`src/pkg/pol_pkg.sv`:
```
// package: register offsets, widths and reset values of the port output latches
`default_nettype none
package pol_pkg;
    localparam int          PORT_W      = 8;
    localparam int          ADDR_W      = 4;
    localparam logic [3:0]  OFF_PORT_A  = 4'h0;
    localparam logic [3:0]  OFF_PORT_B  = 4'h1;
    localparam logic [7:0]  LATCH_RESET = 8'hFF;
    typedef enum logic [1:0] {
        POL_PIN_INPUT,
        POL_PIN_OUTPUT
    } pol_dir_t;
endpackage
`default_nettype wire

```
`src/pkg/pol_pin_if.sv`:
```
// interface: latch value and direction toward one port's pin driver
`default_nettype none
interface pol_pin_if #(parameter int W = 8);
    logic [W-1:0] latch;
    logic [W-1:0] dir_out;
    logic [W-1:0] pin_do;
    logic [W-1:0] pin_oe;
    logic [W-1:0] pullup_en;
    modport ctrl (output latch, output dir_out, input pin_do, input pin_oe, input pullup_en);
    modport drv  (input latch, input dir_out, output pin_do, output pin_oe, output pullup_en);
endinterface
`default_nettype wire

```
`src/core/pol_pin_drv.sv`:
```
// module: per-pin steering of a latch bit to drive data or weak pull-up enable
`default_nettype none
module pol_pin_drv #(
    parameter int W = 8
) (
    pol_pin_if.drv p
);
    genvar g;
    generate
        for (g = 0; g < W; g++) begin : g_bit
            // output pin: latch bit is the drive level
            assign p.pin_do[g]    = p.latch[g];
            assign p.pin_oe[g]    = p.dir_out[g];
            // input pin: latch bit switches the weak pull-up
            assign p.pullup_en[g] = ~p.dir_out[g] & p.latch[g];
        end
    endgenerate
endmodule
`default_nettype wire

```
`src/core/pol_port_latches.sv`:
```
// module: output latches of two 8-bit general-purpose ports on the core's register space
`default_nettype none
// How it works
// - every reset loads both port output latches with all ones.
// - an output pin is driven with its latch bit.
// - an input pin uses its latch bit to enable its weak pull-up.
// - a core write replaces the latch contents, nothing else happens.
// - a core read returns the latch contents, never the pin levels.
// - changing pin direction leaves the latch contents untouched.
// - port a pin levels are synchronised for external-interrupt logic outside this module; port b is plain bidirectional.
module pol_port_latches #(
    parameter int W = pol_pkg::PORT_W
) (
    input  wire logic                      clk_i,
    input  wire logic                      rst_i,
    input  wire logic                      wr_en_i,
    input  wire logic                      rd_en_i,
    input  wire logic [pol_pkg::ADDR_W-1:0] addr_i,
    input  wire logic [W-1:0]              wdata_i,
    output logic      [W-1:0]              rdata_o,
    output logic                           rvalid_o,
    input  wire logic [W-1:0]              port_a_dir_out_i,
    input  wire logic [W-1:0]              port_b_dir_out_i,
    output logic      [W-1:0]              port_a_pin_do_o,
    output logic      [W-1:0]              port_a_pin_oe_o,
    output logic      [W-1:0]              port_a_pullup_en_o,
    output logic      [W-1:0]              port_b_pin_do_o,
    output logic      [W-1:0]              port_b_pin_oe_o,
    output logic      [W-1:0]              port_b_pullup_en_o,
    input  wire logic [W-1:0]              port_a_pin_i,
    output logic      [W-1:0]              port_a_pin_sync_o
);
    ////////////////////////////////////////////////////////////////////////////
    logic [W-1:0] port_a_output_latch_r;
    logic [W-1:0] port_b_output_latch_r;
    logic [W-1:0] pa_meta_r;
    logic [W-1:0] pa_sync_r;
    logic         hit_a;
    logic         hit_b;

    assign hit_a = (addr_i == pol_pkg::OFF_PORT_A);
    assign hit_b = (addr_i == pol_pkg::OFF_PORT_B);

    ////////////////////////////////////////////////////////////////////////////
    // latches change only on reset or a write; direction inputs never touch them
    always_ff @(posedge clk_i or posedge rst_i) begin
        if (rst_i) begin
            port_a_output_latch_r <= W'(pol_pkg::LATCH_RESET);
            port_b_output_latch_r <= W'(pol_pkg::LATCH_RESET);
        end else if (wr_en_i) begin
            if (hit_a) begin
                port_a_output_latch_r <= wdata_i;
            end
            if (hit_b) begin
                port_b_output_latch_r <= wdata_i;
            end
        end
    end

    // read data registered one cycle after rd_en_i; unmapped reads zero
    always_ff @(posedge clk_i or posedge rst_i) begin
        if (rst_i) begin
            rdata_o  <= '0;
            rvalid_o <= 1'b0;
        end else begin
            rvalid_o <= rd_en_i;
            if (rd_en_i) begin
                if (hit_a) begin
                    rdata_o <= port_a_output_latch_r;
                end else if (hit_b) begin
                    rdata_o <= port_b_output_latch_r;
                end else begin
                    rdata_o <= '0;
                end
            end
        end
    end

    ////////////////////////////////////////////////////////////////////////////
    // port a pin levels synchronised for the external-interrupt logic
    always_ff @(posedge clk_i or posedge rst_i) begin
        if (rst_i) begin
            pa_meta_r <= '0;
            pa_sync_r <= '0;
        end else begin
            pa_meta_r <= port_a_pin_i;
            pa_sync_r <= pa_meta_r;
        end
    end
    assign port_a_pin_sync_o = pa_sync_r;

    ////////////////////////////////////////////////////////////////////////////
    pol_pin_if #(.W(W)) pa_if ();
    pol_pin_if #(.W(W)) pb_if ();

    assign pa_if.latch   = port_a_output_latch_r;
    assign pa_if.dir_out = port_a_dir_out_i;
    assign pb_if.latch   = port_b_output_latch_r;
    assign pb_if.dir_out = port_b_dir_out_i;

    pol_pin_drv #(.W(W)) u_drv_a (
        .p (pa_if.drv)
    );
    pol_pin_drv #(.W(W)) u_drv_b (
        .p (pb_if.drv)
    );

    assign port_a_pin_do_o    = pa_if.pin_do;
    assign port_a_pin_oe_o    = pa_if.pin_oe;
    assign port_a_pullup_en_o = pa_if.pullup_en;
    assign port_b_pin_do_o    = pb_if.pin_do;
    assign port_b_pin_oe_o    = pb_if.pin_oe;
    assign port_b_pullup_en_o = pb_if.pullup_en;
endmodule
`default_nettype wire

```
`config.mk`:
```
export PLATFORM = sky130hd
export DESIGN_NAME = pol_port_latches
export DESIGN_NICKNAME = d
export VERILOG_FILES = /design/src/pkg/pol_pkg.sv /design/src/pkg/pol_pin_if.sv /design/src/core/pol_pin_drv.sv /design/src/core/pol_port_latches.sv
export SDC_FILE = /design/constraint.sdc
export NUM_CORES = 1
export LEC_CHECK = 0
export BUFFER_PORTS_ARGS = -buffer_cell sky130_fd_sc_hd__buf_2
export CORE_MARGIN = 5
export CORE_UTILIZATION = 40
export CTS_CLUSTER_SIZE = 25
export DETAILED_ROUTE_END_ITERATION = 16
export PLACE_DENSITY = 0.76
export SYNTH_ARGS = -nofsm -noshare
export SYNTH_HDL_FRONTEND = slang
export SYNTH_HIERARCHICAL = 1
export SYNTH_SLANG_ARGS = --single-unit
```
`constraint.sdc`:
```
create_clock -name clk_i -period 1.1 [get_ports clk_i]
set_clock_uncertainty 0.05 [all_clocks]
set_input_delay 0.11 -clock clk_i [delete_from_list [all_inputs] [get_ports clk_i]]
set_output_delay 0.11 -clock clk_i [all_outputs]
set_load 0.02 [all_outputs]
```
Word level (Yosys, flattened, before mapping)
Cells that the tools add are included.

Flip-flop bits (word level): 41. Input port bits: 40. Output and inout port bits: 65. Word-level logic and storage cells: 44.

Eq/ne operators: 1. Multiplexer cells: 2. Bitwise operators: 32. Reduce and logical (&&, ||, !) cells: 3.

Operator list (count): $and A1 B1 Y1 (16); $mux W8 (2); $not A1 Y1 (16); $eq A4 B1 Y1 const B (1); $logic_not A4 Y1 (1); $reduce_and A2 Y1 (2).

Logic depth before layout (Yosys ltp)
Word-level depth: 3. Gate-level depth with buffers: 4. Gate-level depth less buffers: 3.

Cells and area by module
Netlist, hierarchy kept.

By module, submodules not included: pol_port_latches (instances 1, cells each 89, area each 1485.2 um2, seq. area each 1046.0 um2); pol_pin_drv (instances 2, cells each 24, area each 230.2 um2, seq. area each 0.0 um2).

Worst setup path after synthesis
OpenSTA, ideal clock, no wires.

Path type: input port to flip-flop. Start point: in addr_i[3] (netlist bit). End point: reg port_a_output_latch_r[0], in the netlist pa_if.latch[0]. Setup time: 0.082 ns. Data arrival time: 0.929 ns. Required time: 0.968 ns. Slack: 0.039 ns. Cell stages on the path: 4. Path buffers: 1. Cell sequence: nor3_4 > and3b_1 > buf_6 > mux2_4.

Cells in the longest elaborated chain, start to end: 2.

Ends and longest elaborated chain: start, declared (RTL line pol_port_latches.sv:18) `input wire logic [pol_pkg::ADDR_W-1:0] addr_i,`; $logic_not A4 Y1 (RTL line pol_port_latches.sv:41) `assign hit_a = (addr_i == pol_pkg::OFF_PORT_A);`; $reduce_and A2 Y1 (no line); end signal, assigned (RTL line pol_port_latches.sv:48) `port_a_output_latch_r <= W'(pol_pkg::LATCH_RESET);`; end signal, assigned (RTL line pol_port_latches.sv:52) `port_a_output_latch_r <= wdata_i;`; end, declared (RTL line pol_port_latches.sv:34) `logic [W-1:0] port_a_output_latch_r;`.

No other way between the ends. A chain may end at the register's enable or synchronous reset.

Final worst setup path
Start point: reg port_a_output_latch_r[1], in the netlist pa_if.latch[1]. End point: out port_a_pullup_en_o[1].

Cells in the longest elaborated chain, start to end: 1.

Ends and longest elaborated chain: $and A1 B1 Y1 (RTL line pol_pin_drv.sv:15) `assign p.pullup_en[g] = ~p.dir_out[g] & p.latch[g];`; end, declared (RTL line pol_port_latches.sv:26) `output logic [W-1:0] port_a_pullup_en_o,`.

No other way between the ends.

==> run_summary.xml <==
<?xml version="1.0" encoding="UTF-8"?>
<metrics>
  <group name="finish">
    <metric name="fin_area" unit="µm²">3020</metric>
    <metric name="final_core_util" unit="%">63.8</metric>
    <metric name="nFillCells" unit="">361</metric>
    <metric name="final_cell_mix" unit="">72 x sky130_fd_sc_hd__buf_2, 39 x sky130_fd_sc_hd__buf_6, 25 x sky130_fd_sc_hd__dfrtp_1</metric>
    <metric name="synthToLayoutAreaGrowth" unit="%">55.0</metric>
    <metric name="antenna-diode-count" unit="">0</metric>
    <metric name="layout_cells_excl_fill" unit="">322</metric>
    <metric name="multi_input_comb_area" unit="µm²">599</metric>
    <metric name="drive_gt1_share" unit="%">74.1</metric>
    <metric name="sequential_cell_area" unit="µm²">1050</metric>
    <metric name="mostFrequentLayoutCell" unit="">sky130_fd_sc_hd__buf_2</metric>
    <metric name="finish.net_count" unit="">294</metric>
  </group>
  <group name="floorplanning">
    <metric name="core_area" unit="µm²">4720</metric>
    <metric name="die-width" unit="µm">79.7</metric>
    <metric name="std_cell_rows" unit="">25</metric>
    <metric name="dieHeight" unit="µm">79.7</metric>
    <metric name="floorplan.initialDensity" unit="%">41.2</metric>
    <metric name="die_area" unit="µm²">6360</metric>
    <metric name="io_pins" unit="">105</metric>
  </group>
  <group name="routing">
    <metric name="vias" unit="">1381</metric>
    <metric name="drt-total-wl" unit="µm">4610</metric>
    <metric name="iter_0_drt_violations" unit="">21</metric>
    <metric name="drc_markers" unit="">0</metric>
    <metric name="routed_wirelength_normalized_by_instance_count" unit="µm">14.3</metric>
    <metric name="ant_nets" unit="">0</metric>
    <metric name="vias_per_cell" unit="">4.29</metric>
    <metric name="firstDrtPassIters" unit="">2</metric>
  </group>
  <group name="yosys">
    <metric name="synthesis.nets" unit="">177</metric>
    <metric name="synth.yosys.seq_area_share" unit="%">53.8</metric>
    <metric name="yosys_register_bits" unit="">41</metric>
    <metric name="synthesis.area_per_instance" unit="µm²">14.2</metric>
    <metric name="synth_cell_type_count" unit="">15</metric>
    <metric name="synth_warnings" unit="">6</metric>
    <metric name="syn_area" unit="µm²">1950</metric>
    <metric name="synth_cells" unit="">137</metric>
  </group>
  <group name="clock_network">
    <metric name="worst_skew_pair.late_latency" unit="ns">0.29</metric>
    <metric name="cts.sinks" unit="">41</metric>
    <metric name="clk_pin_slew" unit="ns">0.08</metric>
    <metric name="cts_tree" unit="">done</metric>
    <metric name="cts_root_buf" unit="">sky130_fd_sc_hd__clkbuf_8</metric>
    <metric name="cts.path.max_buffers" unit="">2</metric>
    <metric name="cts.htree.levels" unit="">2</metric>
    <metric name="cts-buffers-inserted" unit="">5</metric>
  </group>
  <group name="global_route">
    <metric name="antenna_violations_before_repair" unit="">0</metric>
    <metric name="grt_pass1_wl" unit="µm">6980</metric>
    <metric name="grt-ovfl-total" unit="">0</metric>
    <metric name="grt_pass1_vias" unit="">1432</metric>
    <metric name="grtUsageTotal" unit="%">14.6</metric>
    <metric name="grt_start_max_net_pins" unit="">42</metric>
  </group>
  <group name="timing">
    <metric name="timing.final.ws_setup" unit="ns">-0.195</metric>
    <metric name="rsz0062_at_grt" unit="">yes</metric>
    <metric name="fin_worst_hold_slack" unit="ns">0.00952</metric>
    <metric name="fmax" unit="MHz">772</metric>
    <metric name="finalWorstPathRequiredPeriod" unit="ns">1.30</metric>
    <metric name="relSlewSlack" unit="%">77.9</metric>
    <metric name="finalCritPeriodShare" unit="%">118</metric>
    <metric name="final-setup-viol-count" unit="">32</metric>
    <metric name="report.final.slew_viol_count" unit="">0</metric>
    <metric name="final_hold_viol_count" unit="">0</metric>
    <metric name="tightestPinTransition" unit="ns">0.331</metric>
  </group>
  <group name="worst_setup_path">
    <metric name="r2r-end" unit="">rdata_o[7]</metric>
    <metric name="critPathKind" unit="">reg2out</metric>
    <metric name="cp_max_fo" unit="">4</metric>
    <metric name="crit_path_start_kind" unit="">flop</metric>
    <metric name="critical_path.cell_chain" unit="">nor2b_4 &gt; buf_6</metric>
    <metric name="cp_capture_type" unit="">primary output</metric>
    <metric name="arrival" unit="ns">1.14</metric>
    <metric name="worst_r2r_start" unit="">pa_if.latch[7]</metric>
    <metric name="rrSetupSlack" unit="ns">0.04</metric>
    <metric name="cp_data_required_time" unit="ns">0.94</metric>
    <metric name="reg2reg_path_depth" unit="">4</metric>
    <metric name="max_stage_delay" unit="ns">0.57</metric>
    <metric name="critical_path.slowest_cell" unit="">sky130_fd_sc_hd__dfstp_2</metric>
  </group>
  <group name="place">
    <metric name="place.detailed.instances" unit="">278</metric>
    <metric name="io_buffer_count" unit="">104</metric>
    <metric name="preCtsSetupSlack" unit="ns">-0.184</metric>
    <metric name="placedInstanceArea" unit="µm²">2350</metric>
    <metric name="gp_routability_congestion" unit="">0.645</metric>
    <metric name="dp_hpwl" unit="µm">3130</metric>
  </group>
  <group name="min_path">
    <metric name="worst_hold_path.endpoint" unit="">rvalid_o</metric>
    <metric name="hold_class" unit="">in2reg</metric>
    <metric name="min_delay_path_depth" unit="">1</metric>
    <metric name="holdCritStartpoint" unit="">rd_en_i</metric>
  </group>
  <group name="pwr">
    <metric name="pwr_density_cell" unit="nW/µm²">1770</metric>
    <metric name="ir_drop" unit="V">0.000976</metric>
    <metric name="total_leakage_power" unit="µW">0.00151</metric>
  </group>
  <group name="run">
    <metric name="maxCapViolCount" unit="">0</metric>
  </group>
  <group name="outcome">
    <metric name="outcome" unit="">finished with violations</metric>
    <metric name="violations_in_the_final_reports" unit="">setup timing</metric>
  </group>
</metrics>
==> sequential cells by signal, indices dropped and copies added, names as in the netlist <==
signal / count
pa_meta_r: 8
rdata_o: 8
pb_if.latch: 8
rvalid_o: 1
port_a_pin_sync_o: 8
pa_if.latch: 8
==> worst max-delay path by stage <==
stage | start | end | depth (start not counted)
floorplan | rst_i | pa_meta_r[0] | 1
global placement | addr_i[3] | pb_if.latch[2] | 5
detailed placement | addr_i[3] | pb_if.latch[1] | 5
CTS | pb_if.latch[3] | port_b_pullup_en_o[3] | 2
global route | pa_if.latch[1] | port_a_pullup_en_o[1] | 2
finish | pa_if.latch[1] | port_a_pullup_en_o[1] | 2
==> layer usage <==
metal	global-route usage, %	vias up	wire length [µm]
li1	-	649	-
met5	0	-	0
met1	16.7	650	1780
met2	25.3	74	2330
met4	5.07	0	58
met3	5.19	8	439
==> final cells by class <==
type / count / share of cell area (%)
inverter: 9 / 1.12
sequential: 41 / 34.7
multi-input combinational: 52 / 19.9
timing repair buffer: 145 / 37.0
clock buffer: 5 / 2.28
clock inverter: 3 / 2.28
tap: 67 / 2.78
==> kinds of logic (layout without fill, tap and decap cells) <==
family	Yosys count	count (layout)	synth area share (%)
multiplexers	24	24	14.9
buffers and inverters	44	162	15.4
AND/OR/NAND/NOR	20	20	13.3
flip-flops	41	41	53.8
AO/OA/AOI/OAI	8	8	2.57
==> critical path: cells and delay by family (launching register included) <==
family	cells	cell delay, ns
buf+inv	1	0.12
flops	1	0.57
simple gates	1	0.15
==> per-stage QoR <==
step	setup TNS, ns	total power (µW)
6_report	-4.07	5340
2_1_floorplan	0	3010
4_1_cts	-4.01	5160
5_1_grt	-5.48	5590
3_5_place_dp	-2.64	3250
3_3_place_gp	-2.22	3220
==> where the power goes <==
group,leakage (µW),switching (µW),total (µW),internal [µW]
combinational,0.000967,792,1930,1140
sequential,0.000476,162,1960,1800
clock,0.0000687,531,1440,913
==> cells in the mapped netlist, drive strengths merged <==
| master | n | share of area [%] |
|---|---|---|
| clkbuf | 1 | 0.19 |
| nor3 | 1 | 0.84 |
| o22ai | 8 | 2.6 |
| inv | 9 | 1.7 |
| nand2 | 1 | 0.19 |
| mux2i | 8 | 4.1 |
| dfrtp | 25 | 32 |
| nor2b | 16 | 11 |
| nand3 | 1 | 0.51 |
| and3b | 1 | 0.45 |
| mux2 | 16 | 11 |
| buf | 34 | 14 |
| dfstp | 16 | 22 |
==> repair_timing <==
action | 4_1_cts | 5_1_grt
buffers inserted | 10 | 12
resized for setup | 60 | 11
hold buffers | 13 | 1
setup endpoints to repair | 32 | 32
endpoints found under the hold margin | 38 | 1
cloned | 0 | 0
No activity file was read; power rests on OpenSTA's default activity.
